==> src/rtl/wdt_consts.svh <==
/*
 Register offsets, field positions, reset values and timing figures of the windowed watchdog.
 Assumes it is included by bare name wherever these constants are used.
*/
`ifndef WDT_CONSTS_SVH
`define WDT_CONSTS_SVH

`define WDT_CLK_PERIOD_NS     10
`define WDT_OSC_FREQ_HZ       32000

`define WDT_OFS_RESET_CTRL    8'h00
`define WDT_OFS_CONFIG        8'h04
`define WDT_OFS_STATUS        8'h08

`define WDT_RC_IDLE_BIT       2
`define WDT_RC_SLEEP_BIT      3
`define WDT_RC_FLAG_BIT       4
`define WDT_RC_SOFT_EN_BIT    5

`define WDT_CFG_POST_MSB      3
`define WDT_CFG_POST_LSB      0
`define WDT_CFG_PRESC_BIT     4
`define WDT_CFG_WINDOW_DISABLE_BIT_BIT    6
`define WDT_CFG_ALWAYS_ON_BIT 7
`define WDT_CFG_RESET         8'h5F
`define WDT_CFG_MASK          8'hDF

`define WDT_PRE_TERM_32       7'h1F
`define WDT_PRE_TERM_128      7'h7F
`define WDT_PRE_SHIFT_32      3'h5
`define WDT_PRE_SHIFT_128     3'h7

`endif

==> src/rtl/wdt_pkg.sv <==
/*
 Types shared by the watchdog top level and its bus.
 Assumes nothing beyond a SystemVerilog compiler.
*/
package wdt_pkg;

   typedef logic [7:0]  addr_t;
   typedef logic [31:0] data_t;

   typedef enum logic [1:0] {ST_RUN, ST_SLEEP, ST_IDLE} power_state_e;

   typedef struct packed {
      logic         ack;
      data_t        rdata;
      logic         soft_en;
      logic         flag;
      logic         sleep_bit;
      logic         idle_bit;
      logic [7:0]   cfg;
      power_state_e pstate;
      logic [6:0]   pre_cnt;
      logic [14:0]  post_cnt;
      logic         rst_pulse;
      logic         wake_pulse;
   } wdt_state_s;

endpackage

==> src/rtl/low_power_rc_osc_osc.sv <==
/*
 Low-power RC oscillator stand-in: a one-cycle tick at the nominal oscillator rate.
 Assumes the system clock period given in the constants header.
*/
`timescale 1ns/1ns
`include "wdt_consts.svh"

module low_power_rc_osc
#(
   parameter int DIV_CYCLES = 1000000000 / (`WDT_CLK_PERIOD_NS * `WDT_OSC_FREQ_HZ),
   parameter int CNT_W      = 12
)
(
   input  wire logic clk_i,
   input  wire logic rst_i,
   input  wire logic enable_i,
   output logic      tick_o
);

   typedef struct packed {
      logic [CNT_W-1:0] cnt;
      logic             tick;
   } osc_state_s;

   localparam logic [CNT_W-1:0] LAST = CNT_W'(DIV_CYCLES - 1);

   osc_state_s osc_reg;
   osc_state_s osc_next;

   always_comb
   begin
      osc_next      = osc_reg;
      osc_next.tick = 1'b0;
      // Stopped oscillator restarts from a full period
      if (!enable_i)
      begin
         osc_next.cnt = '0;
      end
      else if (osc_reg.cnt == LAST)
      begin
         osc_next.cnt  = '0;
         osc_next.tick = 1'b1;
      end
      else
      begin
         osc_next.cnt = osc_reg.cnt + CNT_W'(1);
      end
   end

   always_ff @(posedge clk_i)
   begin
      if (rst_i)
      begin
         osc_reg <= '0;
      end
      else
      begin
         osc_reg <= osc_next;
      end
   end

   assign tick_o = osc_reg.tick;

endmodule // low_power_rc_osc

==> src/rtl/windowed_watchdog_timer.sv <==
/*
 Windowed watchdog timer with Wishbone register access.
 Assumes a classic Wishbone master, core event inputs as one-cycle pulses, and that
 device_reset_i carries every device reset other than power-on.
*/
// The register offsets and the Wishbone register port were left to the implementer.
// Operation
// - Counter runs from the low-power oscillator; enabling the watchdog starts that oscillator.
// - Prescaler divides the oscillator by 32 or by 128 as configured.
// - Prescale select 1 gives divide-by-128, 0 gives divide-by-32.
// - Base period is nominally 1 ms at divide-by-32 and 4 ms at 128.
// - Postscaler divides the prescaler output, 4-bit field, sixteen ratios up to 32768.
// - Postscale field is a power of two: 0000 is 1:1, each step doubles.
// - Any device reset clears counter, prescaler and postscaler.
// - A completed clock switch clears counter and scalers.
// - Entering sleep or idle by power-save instruction clears counter and scalers.
// - Leaving sleep or idle back to running clears counter and scalers.
// - Clear instruction during normal running clears counter and scalers.
// - An enabled watchdog keeps counting during sleep and idle.
// - Timeout in sleep or idle wakes the device to resume execution.
// - Always-on fuse set keeps the watchdog enabled regardless of soft enable.
// - With the fuse clear, soft enable bit starts and stops the watchdog.
// - Every device reset forces the soft enable bit to zero.
// - Window disable bit 1 means normal mode, 0 means window mode.
// - In window mode an early clear instruction raises a watchdog reset.
// - Timeout flag sets on timeout and stays until software clears it.
`timescale 1ns/1ns
`include "wdt_consts.svh"

module windowed_watchdog_timer
#(
   parameter int OSC_DIV_CYCLES = 1000000000 / (`WDT_CLK_PERIOD_NS * `WDT_OSC_FREQ_HZ)
)
(
   input  wire logic          clk_i,
   input  wire logic          rst_i,
   input  wire logic          wb_cyc_i,
   input  wire logic          wb_stb_i,
   input  wire logic          wb_we_i,
   input  wire wdt_pkg::addr_t wb_adr_i,
   input  wire logic [3:0]    wb_sel_i,
   input  wire wdt_pkg::data_t wb_dat_i,
   output wdt_pkg::data_t     wb_dat_o,
   output logic               wb_ack_o,
   input  wire logic          device_reset_i,
   input  wire logic          clock_switch_done_i,
   input  wire logic          clear_watchdog_instr_i,
   input  wire logic          power_save_instr_i,
   input  wire logic          power_save_sleep_i,
   input  wire logic          wake_event_i,
   output logic               low_power_rc_osc_en_o,
   output logic               watchdog_reset_o,
   output logic               wake_o
);
   import wdt_pkg::*;

   wdt_state_s  st_reg;
   wdt_state_s  st_next;

   logic        enabled;
   logic        osc_tick;
   logic        prescale_select;
   logic        window_disable_bit;
   logic        always_on_fuse;
   logic [3:0]  postscale_select;
   logic [6:0]  pre_term;
   logic [2:0]  pre_shift;
   logic [14:0] post_term;
   logic        pre_wrap;
   logic        count_step;
   logic        timeout_hit;
   logic        in_run;
   logic        early_fault;
   logic        clear_ok;
   logic        clear_cnt;
   logic [23:0] elapsed;
   logic [23:0] period;
   logic        window_open;
   logic        bus_take;
   data_t       rd_data;

   assign always_on_fuse     = st_reg.cfg[`WDT_CFG_ALWAYS_ON_BIT];
   assign window_disable_bit = st_reg.cfg[`WDT_CFG_WINDOW_DISABLE_BIT_BIT];
   assign prescale_select    = st_reg.cfg[`WDT_CFG_PRESC_BIT];
   assign postscale_select   = st_reg.cfg[`WDT_CFG_POST_MSB:`WDT_CFG_POST_LSB];

   assign enabled               = always_on_fuse | st_reg.soft_en;
   assign low_power_rc_osc_en_o = enabled;

   low_power_rc_osc
   #(
      .DIV_CYCLES (OSC_DIV_CYCLES)
   )
   u_osc
   (
      .clk_i    (clk_i),
      .rst_i    (rst_i),
      .enable_i (enabled),
      .tick_o   (osc_tick)
   );

   // 32 kHz over 32 gives the 1 ms base, over 128 the 4 ms base
   assign pre_term  = prescale_select ? `WDT_PRE_TERM_128 : `WDT_PRE_TERM_32;
   assign pre_shift = prescale_select ? `WDT_PRE_SHIFT_128 : `WDT_PRE_SHIFT_32;
   assign post_term = 15'((16'h1 << postscale_select) - 16'h1);

   assign pre_wrap    = st_reg.pre_cnt == pre_term;
   assign count_step  = enabled & osc_tick;
   assign timeout_hit = count_step & pre_wrap & (st_reg.post_cnt == post_term);
   assign in_run      = st_reg.pstate == ST_RUN;

   // Elapsed and full period in oscillator ticks; window opens at three quarters
   assign elapsed     = (24'(st_reg.post_cnt) << pre_shift) + 24'(st_reg.pre_cnt);
   assign period      = 24'h1 << (5'(postscale_select) + 5'(pre_shift));
   assign window_open = {elapsed, 2'b00} >= ({2'b00, period} + {1'b0, period, 1'b0});

   assign early_fault = clear_watchdog_instr_i & in_run & enabled & ~window_disable_bit
                        & ~window_open;
   assign clear_ok    = clear_watchdog_instr_i & in_run & ~early_fault;

   assign clear_cnt = device_reset_i
                    | clock_switch_done_i
                    | (power_save_instr_i & in_run)
                    | (~in_run & (timeout_hit | wake_event_i))
                    | clear_ok
                    | timeout_hit | early_fault;

   assign bus_take = wb_cyc_i & wb_stb_i & ~st_reg.ack;

   always_comb
   begin
      rd_data = '0;
      unique case (wb_adr_i)
         `WDT_OFS_RESET_CTRL:
         begin
            rd_data[`WDT_RC_SOFT_EN_BIT] = st_reg.soft_en;
            rd_data[`WDT_RC_FLAG_BIT]    = st_reg.flag;
            rd_data[`WDT_RC_SLEEP_BIT]   = st_reg.sleep_bit;
            rd_data[`WDT_RC_IDLE_BIT]    = st_reg.idle_bit;
         end
         `WDT_OFS_CONFIG:
         begin
            rd_data[7:0] = st_reg.cfg;
         end
         `WDT_OFS_STATUS:
         begin
            rd_data = {2'b00, enabled, window_open, 2'b00, st_reg.pstate, 1'b0,
                       st_reg.post_cnt, 1'b0, st_reg.pre_cnt};
         end
         default:
         begin
            rd_data = '0;
         end
      endcase
   end

   always_comb
   begin
      st_next            = st_reg;
      st_next.ack        = bus_take;
      st_next.rst_pulse  = 1'b0;
      st_next.wake_pulse = 1'b0;

      // Bus write first so hardware sets below win over a same-cycle clear
      if (bus_take)
      begin
         st_next.rdata = rd_data;
         if (wb_we_i && wb_sel_i[0])
         begin
            unique case (wb_adr_i)
               `WDT_OFS_RESET_CTRL:
               begin
                  st_next.soft_en   = wb_dat_i[`WDT_RC_SOFT_EN_BIT];
                  st_next.flag      = wb_dat_i[`WDT_RC_FLAG_BIT];
                  st_next.sleep_bit = wb_dat_i[`WDT_RC_SLEEP_BIT];
                  st_next.idle_bit  = wb_dat_i[`WDT_RC_IDLE_BIT];
               end
               `WDT_OFS_CONFIG:
               begin
                  st_next.cfg = wb_dat_i[7:0] & `WDT_CFG_MASK;
               end
               default:
               begin
               end
            endcase
         end
      end

      if (clear_cnt)
      begin
         st_next.pre_cnt  = '0;
         st_next.post_cnt = '0;
      end
      else if (count_step)
      begin
         if (pre_wrap)
         begin
            st_next.pre_cnt  = '0;
            st_next.post_cnt = st_reg.post_cnt + 15'h1;
         end
         else
         begin
            st_next.pre_cnt = st_reg.pre_cnt + 7'h1;
         end
      end

      if (timeout_hit)
      begin
         st_next.flag = 1'b1;
      end

      unique case (st_reg.pstate)
         ST_RUN:
         begin
            if (power_save_instr_i)
            begin
               if (power_save_sleep_i)
               begin
                  st_next.pstate    = ST_SLEEP;
                  st_next.sleep_bit = 1'b1;
               end
               else
               begin
                  st_next.pstate   = ST_IDLE;
                  st_next.idle_bit = 1'b1;
               end
            end
         end
         ST_SLEEP, ST_IDLE:
         begin
            // Status bits stay set; software owns clearing them
            if (timeout_hit || wake_event_i)
            begin
               st_next.pstate     = ST_RUN;
               st_next.wake_pulse = 1'b1;
            end
         end
      endcase

      if ((timeout_hit && in_run) || early_fault)
      begin
         st_next.rst_pulse = 1'b1;
         st_next.soft_en   = 1'b0;
      end

      if (device_reset_i)
      begin
         st_next.soft_en = 1'b0;
         st_next.pstate  = ST_RUN;
      end
   end

   always_ff @(posedge clk_i)
   begin
      if (rst_i)
      begin
         st_reg        <= '0;
         st_reg.cfg    <= `WDT_CFG_RESET;
         st_reg.pstate <= ST_RUN;
      end
      else
      begin
         st_reg <= st_next;
      end
   end

   assign wb_ack_o         = st_reg.ack;
   assign wb_dat_o         = st_reg.rdata;
   assign watchdog_reset_o = st_reg.rst_pulse;
   assign wake_o           = st_reg.wake_pulse;
endmodule // windowed_watchdog_timer

==> config.mk <==
export PLATFORM = sky130hd
export DESIGN_NAME = windowed_watchdog_timer
export DESIGN_NICKNAME = d
export VERILOG_FILES = /design/src/rtl/wdt_pkg.sv /design/src/rtl/low_power_rc_osc_osc.sv /design/src/rtl/windowed_watchdog_timer.sv
export VERILOG_INCLUDE_DIRS = /design/src /design/src/rtl
export SDC_FILE = /design/constraint.sdc
export NUM_CORES = 1
export LEC_CHECK = 0
export ABC_AREA = 1
export ABC_CLOCK_PERIOD_IN_PS = 5600
export BUFFER_PORTS_ARGS = -buffer_cell sky130_fd_sc_hd__clkbuf_2
export CELL_PAD_IN_SITES_DETAIL_PLACEMENT = 1
export CELL_PAD_IN_SITES_GLOBAL_PLACEMENT = 2
export CORE_MARGIN = 5
export CORE_UTILIZATION = 32
export DETAILED_ROUTE_END_ITERATION = 12
export GPL_ROUTABILITY_DRIVEN = 1
export PLACE_DENSITY = 0.9
export SYNTH_ARGS = -nofsm -noshare
export SYNTH_HDL_FRONTEND = slang
export SYNTH_HIERARCHICAL = 1
export SYNTH_SLANG_ARGS = --single-unit
==> constraint.sdc <==
create_clock -name clk_i -period 5.6 [get_ports clk_i]
set_input_delay 1.12 -clock clk_i [delete_from_list [all_inputs] [get_ports clk_i]]
set_output_delay 1.12 -clock clk_i [all_outputs]
set_load 0.05 [all_outputs]
* After elaboration in Yosys (flattened, before gate mapping)
Index checks and enable logic that the tools add are counted.
** Storage, ports and cells
- Register bits after elaboration :: 81
- Output and inout port bits :: 36
** Operators by class
- $add $sub $neg :: 7
- Equal/unequal tests :: 9
- Magnitude comparators :: 1
- Bitwise gates (word level) :: 27
- Mux-type cells :: 23
- Reduce and logical (&&, ||, !) cells :: 21
- Shifts and indexed selects :: 3
** Operator list (count)
- $add 24x25->26 :: 1
- $ge 26x26->1 :: 1
- $add 24x7->24 :: 1
- $shl 1x5->24 const A :: 1
- $shl 15x3->24 :: 1
- $mux 11 :: 2
- $mux 22 :: 1
- $add 15x1->15 const B :: 1
- $eq 15x15->1 :: 1
- $shl 1x4->15 const A :: 1
- $sub 15x1->15 const B :: 1
- $mux 7 :: 2
- $add 12x1->12 const B :: 1
- $and 1x1->1 :: 12
- $eq 12x12->1 const B :: 1
- $mux 2 :: 6
- $pmux 2 s2 :: 3
- $pmux 4 s3 :: 1
- $reduce_or 2->1 :: 5
- $reduce_and 3->1 :: 3
- $eq 8x3->1 const B :: 1
- $eq 8x4->1 const B :: 1
- $logic_not 8->1 :: 1
- $mux 8 :: 1
- 16 further kinds :: 41

* Depth between registers and ports, before layout
Gate-level depths: netlist of run 1.
- Depth in word-level cells :: 13
- Gate-level depth with buffers :: 34
- Gate-level depth less buffers :: 34

* By module
The synthesis of run 1 kept the hierarchy.
** Modules (own cells, without submodules)
- windowed_watchdog_timer :: sequential area each 1301.2 um^2, cells an instance 810, area an instance 5474.0 um^2, instances 1
- low_power_rc_osc :: sequential area each 260.2 um^2, cells an instance 89, area an instance 644.4 um^2, instances 1

* Least setup slack after synthesis of run 1
Ideal clock, no wire load.
- Kind :: reg-to-reg
- Start :: reg st_reg, in the netlist prescale_select
- End :: reg st_reg[37] (netlist bit)
- Arrival :: 3.836 ns
- Path slack :: 1.647 ns
- Period minus slack after synthesis :: 3.953 ns
- Stages on the path, launching flop included :: 35
- Setup time :: 0.117 ns
- Cells stage by stage :: dfxtp_1 > ha_1 > a21oi_2 > inv_1 > nand2_1 > nand2_1 > inv_1 > nand2_1 > nor2_1 > ha_1 > a21o_1 > nand2_1 > nand2_1 > a21oi_1 > inv_1 > nand2_1 > nand2_1 > nand2_1 > nand2_1 > nand2_1 > nand2_1 > xnor2_1 > ha_1 > a21oi_1 > nor3_1 > a211oi_1 > nand2_1 > nand2_1 > nand2_1 > nand2_1 > nand2_1 > nand3_1 > nand2_1 > nand2_1 > nor2_1
** Between the ends
- Cells in the longest elaborated chain, start to end :: 9
** Ends and longest elaborated chain
- start, declared :: line windowed_watchdog_timer.sv:57 : wdt_state_s st_reg;
- start signal, assigned :: line windowed_watchdog_timer.sv:263 : st_reg <= st_next;
- $mux 2 (no source line)
- $add 4x3->5 :: line windowed_watchdog_timer.sv:114 : assign period = 24'h1 << (5'(postscale_select) + 5'(pre_shift));
- $shl 1x5->24 :: line windowed_watchdog_timer.sv:114
- $add 24x25->26 :: line windowed_watchdog_timer.sv:115 : assign window_open = {elapsed, 2'b00} >= ({2'b00, period} + {1'b0, period, 1'b0});
- $ge 26x26->1 :: line windowed_watchdog_timer.sv:115
- $not 1->1 :: line windowed_watchdog_timer.sv:118 : & ~window_open;
- $and 1x1->1 :: line windowed_watchdog_timer.sv:118
- $logic_or 1x1->1 (*) :: line windowed_watchdog_timer.sv:240 : if ((timeout_hit && in_run) || early_fault)
- $reduce_or 3->1 (no source line) (*)
Mark *: on every way between the ends. The rest lies on a longest branch, timed or not.
A chain may end at the register's enable or synchronous reset.

* Final worst setup path of run 1
- Start :: reg st_reg, in the netlist postscale_select[1]
- End :: reg st_reg[37] (netlist bit)
** Between the ends
- Cells in the longest elaborated chain, start to end :: 8
** Ends and longest elaborated chain (line)
- $add 4x3->5 :: windowed_watchdog_timer.sv:114
- $shl 1x5->24 :: windowed_watchdog_timer.sv:114
- $add 24x25->26 :: windowed_watchdog_timer.sv:115
- $ge 26x26->1 :: windowed_watchdog_timer.sv:115
- $not 1->1 :: windowed_watchdog_timer.sv:118
- $and 1x1->1 :: windowed_watchdog_timer.sv:118
- $logic_or 1x1->1 (*) :: windowed_watchdog_timer.sv:240
- $reduce_or 3->1 (no source line) (*)
Marked as above.

==> metrics.cfg, run 1 <==
[yosys]
yosysWarnings=6
seq_area_frac_synth=0.255
syn_inst=899
synth_ff_type=dfxtp_1
synth-seq-cells=78
synth.area.top_cells=dfxtp_1 26%, nand2_1 14%, ha_1 10%
ys_types=49
synth_area_mm2=0.00612
synth_edf_count=0
synth_top_area_cell=dfxtp_1
synthArstFlopShare=0
synthDominantCellAreaShare=0.255
syn_area_per_cell_um2=6.81

[critical_path]
critPathSlowestCell=dfxtp_1
path_class=flip-flop to flip-flop
cpPeakStageDelay_ns=0.55
cp_max_fo=10
rr_worst_depth=34
cp_data_required_time_ns=5.83
crit_top_cell=nand2_1
cp.arrival_ns=5.13
start_kind=flip-flop
setup.worst_path.end_class=flip-flop

[floorplanning]
die_area_mm2=0.0220
initial_core_util=0.326
row_count=50
core_region_area_mm2=0.0188
die_height_um=148
die_w_um=148
io_pins=91

[cells_and_area]
fillers=2444
drive_gt1_frac=0.121
final_common_cell=nand2_1
most-common-layout-cells=221 x nand2_1, 106 x inv_1, 91 x nor2_1
syn2layout_area_growth_pct=8.92
layout.nets=1029
antenna_cells=0
largest_register_ffs=29

[global_routing]
gr-total-overflow=0
antenna_found_initial=0
grt_pass1_wl_um=28200
grt_pass1_vias=5723
grt_start_max_net_pins=33
track_usage=0.156

[route]
num_vias=5579
antenna_left=0
dr_wl_met2_um=7810
drc=0
post_drt_wl_per_cell_um=14.4
wl_met3_um=442
vias_per_cell=4.81
drtPass1Iterations=4
wl_met1_um=8320
totalWireLength_um=16700
drt_first_iter_violations=240
highest_layer=met4

[timing]
worst_slew_pin_slew_ns=0.982
finClkSkew_ns=0.00851
fin_ws_ns=0.706
max_freq_mhz=204
rsz0062_at_grt=no
hold_violations=0
fin_crit_sh=0.874
relSlewSlack=0.344
whs_ns=0.462
setup_tns_ns=0
slew_violations=0
setup-violations-final=0
layout_min_cycle_time_ns=4.89

[power_and_ir_drop]
peakVddDrop_v=0.000129
powerDensity_mw_per_mm2=188
p_leak_nw=2.94

[clock_tree]
cts.path.max_buffers=2
cts_resized=0
clk_pin_slew_ns=0.06
clock-sinks=78
h-tree-depth=3
ctsRootBufferMaster=clkbuf_16
cts_tree=built
cts_hold_buf=0
clk_latency_ns=0.34
cts_buffers=9
cts_setup_buffers=0

[status]
status=complete, no violations

[min_path]
min_delay_path_depth=2
min_path_type=flip-flop to flip-flop

[placement]
gp_congestion=0.802
io_buffers=58
dpl.hpwl_um=13400
pre_cts_ws_ns=0.705

[flow_run]
maxCapViolations=0

[worst max-delay path, delay by kind of cell (launching register included)]
kind            cells  cell delay, ns
compound gates      5            0.99
xor+xnor            1            0.12
fa+ha+maj           3            0.95
buf+inv             3            0.34
flops               1            0.55
simple gates       22            1.85
[metrics by stage]
step	cells	cell area, um^2	utilization	power (mW)
2_1_floorplan	909	6160	-	0.618
3_3_place_gp	1145	6350	0.338	0.635
3_5_place_dp	1145	6350	0.338	0.636
4_1_cts	1159	6660	0.355	1.27
5_1_grt	1159	6660	0.355	1.31
6_report	1159	6660	0.355	1.25
[cell type report]
cell class,instances,area (um^2),share of cell area
clock buffer,10,239,0.0359
clock inverter,4,72.6,0.0109
inverter,108,405,0.0608
multi-input combinational,663,3770,0.566
sequential,78,1560,0.234
tap,234,293,0.0439
timing repair buffer,62,320,0.0481
[cells in the mapped netlist, drive strengths merged (2+ instances only)]
cell / n
o211ai: 7
a21oi: 67
or2: 2
fa: 2
nor3b: 2
o221ai: 2
xnor2: 16
nand2: 228
nand3b: 4
clkbuf: 15
nand3: 32
a211oi: 3
dfxtp: 78
xor2: 41
a31oi: 3
o21ai: 42
o22ai: 3
nor4: 5
nor2: 103
nor3: 18
buf: 45
nand4: 11
conb: 2
ha: 50
inv: 108
[final timing paths]
path                       startpoint      endpoint  slack [ns]
setup reg to reg  postscale_select[1]    st_reg[37]        0.71
hold / removal           wb_dat_o[19]  wb_dat_o[19]        0.46
hold reg to reg          wb_dat_o[19]  wb_dat_o[19]        0.46
setup / recovery  postscale_select[1]    st_reg[37]        0.71
[kinds of logic (layout without fill, tap and decap cells)]
group	count (synthesis)	after routing	synth area share
XOR/XNOR	57	57	0.0828
other	2	12	0.00123
flip-flops	78	78	0.255
buffers and inverters	168	184	0.134
AND/OR/NAND/NOR	408	408	0.291
adder cells (fa/ha/maj)	52	52	0.109
AO/OA/AOI/OAI	134	134	0.127
[power by group]
part	total (mW)	switching, mW	internal, mW
Combinational	0.0649	0.0460	0.0189
Sequential	0.559	0.00128	0.558
Clock	0.629	0.233	0.397
Total	1.25	0.280	0.973
[layer usage]
layer,up-vias,global-route usage
met5,-,0
met4,0,0.0291
met3,9,0.0268
met2,60,0.262
met1,2619,0.211
li1,2891,-
Note: power is estimated with default switching activity, not from simulation.
==> inputs of run 2 (changes only) <==
--- a/config.mk
+++ b/config.mk
@@ -18,5 +18,4 @@
 export PLACE_DENSITY = 0.9
 export SYNTH_ARGS = -nofsm -noshare
 export SYNTH_HDL_FRONTEND = slang
-export SYNTH_HIERARCHICAL = 1
 export SYNTH_SLANG_ARGS = --single-unit
==> metrics.cfg, run 2 <==
[yosys]
seq_area_frac_synth=0.256
synthSimpleGateAreaFrac=0.305
yosysWarnings=0
synth_edf_count=0
synth_commonest_cells=217 x nand2_1, 108 x inv_1, 81 x nor2_1
syn_inst=901
synth_compound_area_frac=0.131
synth_mux_area_frac=0.00164
synth_area_mm2=0.00610
synth_ff_type=dfxtp_1
synth_top_area_cell=dfxtp_1
synth.area.top_cells=dfxtp_1 26%, nand2_1 13%, ha_1 9.8%
synthArstFlopShare=0
synthAdderAreaFrac=0.105
synth-xor-area-share=0.0675
synth-seq-cells=78
ys_types=47
syn_area_per_cell_um2=6.77
yosysMostFrequentCell=nand2_1
synthDominantCellAreaShare=0.256
synth_top_family_by_area=simple AND/OR/NAND/NOR gates

[timing]
setup_tns_ns=0
slew_violations=0
rsz0062_at_grt=no
fin_ws_ns=0.960
hold_violations=0
fin_crit_sh=0.829
worst_slew_pin_slew_ns=0.962
whs_ns=0.464
finClkSkew_ns=0.00636
relSlewSlack=0.358
max_freq_mhz=216
setup-violations-final=0
layout_min_cycle_time_ns=4.64

[critical_path]
reg2reg_to=st_reg[37]
crit_top_cell=nand2_1
path_class=flip-flop to flip-flop
setup.worst_path.end_class=flip-flop
cp_max_fo=10
ff2ff_setup_slack_ns=0.96
reg2reg_from=postscale_select[1]
cp_data_required_time_ns=5.82
rr_worst_depth=28
cpPeakStageDelay_ns=0.55
critPathSlowestCell=dfxtp_1
cp.arrival_ns=4.86
start_kind=flip-flop

[route]
drt_first_iter_violations=229
totalWireLength_um=16300
drtPass1Iterations=4
drc=0
vias_per_cell=4.79
antenna_left=0
post_drt_wl_per_cell_um=14.0
num_vias=5595

[clock_tree]
h-tree-depth=3
ctsRootBufferMaster=clkbuf_16
cts_hold_buf=0
cts.path.max_buffers=2
clk_latency_ns=0.34
clk_pin_slew_ns=0.06
clock-sinks=78
cts_tree=built
cts_resized=0
cts_buffers=9
cts_setup_buffers=0

[global_routing]
grt_pass1_wl_um=27600
grt_pass1_vias=5758
track_usage=0.152
met3_usage=0.0177
gr-total-overflow=0
antenna_found_initial=0
grt_use_met2=0.268
grt_start_max_net_pins=35
grt_most_used_layer=met2
met1_usage=0.197

[min_path]
min_delay_path_depth=2
min_to=wb_dat_o[19]
min_path_type=flip-flop to flip-flop
worstHoldStart=wb_dat_o[19]

[cells_and_area]
fillers=2447
utilization=0.357
drive_gt1_frac=0.148
final_common_cell=nand2_1
largest_register_ffs=29
fin_cells=1167
layout.nets=1033
syn2layout_area_growth_pct=9.66
antenna_cells=0
most-common-layout-cells=217 x nand2_1, 108 x inv_1, 81 x nor2_1
fin_area_mm2=0.00669

[placement]
dpl.cell_count=1151
dpl.hpwl_um=13100
io_buffers=58
gp_congestion=0.834
pre_cts_ws_ns=0.972
placed_cell_area_mm2=0.00638

[power_and_ir_drop]
powerDensity_mw_per_mm2=184
power_mw=1.23
p_leak_nw=3.00
peakVddDrop_v=0.000152

[status]
status=complete, no violations

[flow_run]
maxCapViolations=0

[floorplanning]
core_region_area_mm2=0.0188
row_count=50
die_area_mm2=0.0219
die_w_um=148
die_height_um=148
initial_core_util=0.325
io_pins=91

run 2: routing by layer:
layer | wire length (um) | vias to the layer above
met1 | 7740 | 2634
li1 | - | 2898
met2 | 8010 | 49
met3 | 299 | 14
met4 | 225 | 0
met5 | 0 | -
run 2: layout make-up:
class                           count  area (um^2)  area share
Timing Repair Buffer               59          298      0.0445
Inverter                          123          462      0.0690
Tap cell                          234          293      0.0438
Sequential cell                    78         1560       0.233
Clock inverter                      5         56.3     0.00841
Clock buffer                       11          253      0.0378
Multi-Input combinational cell    657         3770       0.563
run 2: worst max path at each step:
stage | startpoint | to | slack (ns) | cells past startpoint
floorplan | prescale_select | st_reg[37] | 1.70 | 28
global placement | postscale_select[1] | st_reg[37] | 0.97 | 28
detailed placement | postscale_select[1] | st_reg[37] | 0.97 | 28
CTS | postscale_select[1] | st_reg[37] | 0.95 | 28
global route | postscale_select[1] | watchdog_reset_o | 0.43 | 27
finish | postscale_select[1] | st_reg[37] | 0.96 | 28
run 2: cells by family after synthesis:
kind of cell	count (synthesis)
flip-flops	78
other	2
multiplexers	1
XOR/XNOR	47
AND/OR/NAND/NOR	409
buffers and inverters	176
AO/OA/AOI/OAI	138
adder cells (fa/ha/maj)	50
run 2: power by group:
group / total [mW] / switching (mW) / leakage (nW) / internal, mW
registers: 0.559 / 0.00180 / 0.629 / 0.558
logic: 0.0632 / 0.0446 / 2.22 / 0.0186
clock network: 0.607 / 0.237 / 0.152 / 0.370
run 2: worst max-delay path, delay by kind of cell, from the launching register on:
kind	cells	cell delay, ns
AOI/OAI and AO/OA	6	0.97
xor gates and xnor gates	1	0.15
adders and majority gates	3	0.97
buffers and inverters	1	0.07
DFF	1	0.55
and+or+nand+nor	17	1.80
==> inputs of run 3 (changes only) <==
--- a/config.mk
+++ b/config.mk
@@ -6,16 +6,16 @@
 export SDC_FILE = /design/constraint.sdc
 export NUM_CORES = 1
 export LEC_CHECK = 0
-export ABC_AREA = 1
-export ABC_CLOCK_PERIOD_IN_PS = 5600
+export ABC_AREA = 0
+export ABC_CLOCK_PERIOD_IN_PS = 4100
 export BUFFER_PORTS_ARGS = -buffer_cell sky130_fd_sc_hd__clkbuf_2
 export CELL_PAD_IN_SITES_DETAIL_PLACEMENT = 1
 export CELL_PAD_IN_SITES_GLOBAL_PLACEMENT = 2
 export CORE_MARGIN = 5
-export CORE_UTILIZATION = 32
+export CORE_UTILIZATION = 31
 export DETAILED_ROUTE_END_ITERATION = 12
 export GPL_ROUTABILITY_DRIVEN = 1
-export PLACE_DENSITY = 0.9
+export PLACE_DENSITY = 0.86
 export SYNTH_ARGS = -nofsm -noshare
 export SYNTH_HDL_FRONTEND = slang
 export SYNTH_SLANG_ARGS = --single-unit
==> constraint.sdc (replaced) <==
create_clock -name clk_i -period 4.1 [get_ports clk_i]
set_input_delay 0.82 -clock clk_i [delete_from_list [all_inputs] [get_ports clk_i]]
set_output_delay 0.82 -clock clk_i [all_outputs]
set_load 0.05 [all_outputs]
==> metrics.cfg, run 3 <==
[status]
status=finished with violations
failed_checks=setup timing

[route]
antenna_left=0
num_vias=5982
drc=0
vias_per_cell=5.13
drt_first_iter_violations=314
post_drt_wl_per_cell_um=16.4
totalWireLength_um=19100
drtPass1Iterations=5

[yosys]
synthArstFlopShare=0
synth_area_mm2=0.00634
synth_top_area_cell=dfxtp_1
yosysMostFrequentCell=nor2_1
syn_area_per_cell_um2=7.92
synth.area.top_cells=dfxtp_1 25%, ha_1 9.5%, nor2_1 6.2%
seq_area_frac_synth=0.246
synth-seq-cells=78
synth_commonest_cells=105 x nor2_1, 78 x dfxtp_1, 59 x nand2_1
yosysWarnings=0
ys_types=79
synth_edf_count=0
syn_inst=801
synthDominantCellAreaShare=0.246
synth_ff_type=dfxtp_1

[min_path]
min_path_type=flip-flop to flip-flop

[clock_tree]
cts_buffers=9
ctsRootBufferMaster=clkbuf_16
cts_tree=built
cts_hold_buf=0
clock-sinks=78
cts.path.max_buffers=2
clk_latency_ns=0.34
clk_pin_slew_ns=0.07
h-tree-depth=3

[placement]
pre_cts_ws_ns=-0.387
dpl.hpwl_um=14900
placed_cell_area_mm2=0.00731
io_buffers=58
gp_congestion=0.817
dpl.cell_count=1146

[cells_and_area]
syn2layout_area_growth_pct=21.6
fin_area_mm2=0.00771
fin_cells=1167
antenna_cells=0
drive_gt1_frac=0.251
fillers=2460
layout.nets=997
final_common_cell=nor2_1
most-common-layout-cells=103 x nor2_1, 95 x buf_4, 75 x dfxtp_1
utilization=0.382
largest_register_ffs=29

[flow_run]
maxCapViolations=0

[critical_path]
cpPeakStageDelay_ns=0.45
setup.worst_path.end_class=flip-flop
start_kind=flip-flop
path_class=flip-flop to flip-flop
critPathTopFamily=compound AO/OA/AOI/OAI gates
cp_max_fo=4
critPathSlowestCell=or4_1
cp.arrival_ns=4.65
cp_data_required_time_ns=4.32
crit_top_cell=buf_4
cp_cell_sequence=ha_4, mux2_4, nor3_4, ha_1, o21ai_2, a21oi_2, a211oi_2, o21ai_2, a21bo_2, buf_4, buf_4, xnor2_1, ha_1, o21ai_0, nand2b_1, a21oi_1, or4_1, a311oi_2, buf_4, o41ai_4, a2111oi_2
path_buf_inv=3

[power_and_ir_drop]
p_leak_nw=3.06
powerDensity_mw_per_mm2=211
peakVddDrop_v=0.000171

[timing]
finClkSkew_ns=0.00984
setup_tns_ns=-0.725
hold_violations=0
layout_min_cycle_time_ns=4.43
relSlewSlack=0.456
fin_crit_sh=1.08
rsz0062_at_grt=yes
max_freq_mhz=226
slew_violations=0
worst_slew_pin_slew_ns=0.816
setup-violations-final=3
fin_ws_ns=-0.328

[floorplanning]
initial_core_util=0.314
row_count=52
die_height_um=153
io_pins=91
die_area_mm2=0.0234
die_w_um=153
core_region_area_mm2=0.0202

[global_routing]
gr-total-overflow=0
grt_start_max_net_pins=39
grt_pass1_wl_um=31800
grt_pass1_vias=6201
antenna_found_initial=0
track_usage=0.162

## run 3: cell type report
cell class	instances	area, um^2	area share
clock buffer	9	225	0.0292
clock inverter	7	62.6	0.00811
inverter	21	78.8	0.0102
multi-input combinational	626	4390	0.569
sequential	78	1570	0.203
tap	270	338	0.0438
timing repair buffer	156	1050	0.137
## run 3: worst reg2reg max path, delay by kind of cell, from the launching register on
family,cells,cell delay [ns]
and+or+nand+nor,3,0.68
DFF,1,0.35
muxes,1,0.34
adders and majority gates,3,0.72
AOI/OAI and AO/OA,10,1.66
buffers and inverters,3,0.44
xor gates and xnor gates,1,0.12
## run 3: per-stage QoR
step	hold WS, ns	power, mW
after floorplan	0.442	0.836
after global placement	0.464	0.860
after detailed placement	0.488	0.861
after CTS	0.505	1.64
after global routing	0.537	1.70
final	0.494	1.63
## run 3: what timing repair did
item | in CTS | in global routing
endpoints found under the hold margin | 0 | 0
gates resized for setup | 13 | 4
pin swaps | 1 | 9
setup buffers | 2 | 3
setup endpoints to repair | 3 | 3
## run 3: path summary, 6_finish.rpt
kind | startpoint | to | slack, ns | cells past startpoint
worst max-delay path | prescale_select | st_reg[37] | -0.33 | 21
worst min-delay path | u_osc.osc_reg[1] | u_osc.osc_reg[1] | 0.49 | 1
worst max register to register | prescale_select | st_reg[37] | -0.33 | 21
worst min register to register | u_osc.osc_reg[1] | u_osc.osc_reg[1] | 0.49 | 1
## run 3: cell families after synthesis
kind of cell             count (synthesis)  synth area share
AND/OR/NAND/NOR                        318             0.264
AO/OA/AOI/OAI                          161             0.175
buffers and inverters                  107            0.0907
flip-flops                              78             0.246
XOR/XNOR                                62            0.0856
adder cells (fa/ha/maj)                 50             0.101
multiplexers                            23            0.0367
other                                    2           0.00118
## run 3: per-layer routing
layer,vias up,track usage,wire length (um)
met5,-,0,0
met4,0,0.0484,480
met3,28,0.0232,564
met2,81,0.278,9420
met1,2882,0.210,8660
li1,2991,-,-
## run 3: report_power, final
group          internal, mW  switching [mW]  total (mW)
logic                0.0270          0.0563      0.0833
registers             0.760         0.00186       0.762
clock network         0.425           0.357       0.783
total                  1.21           0.415        1.63
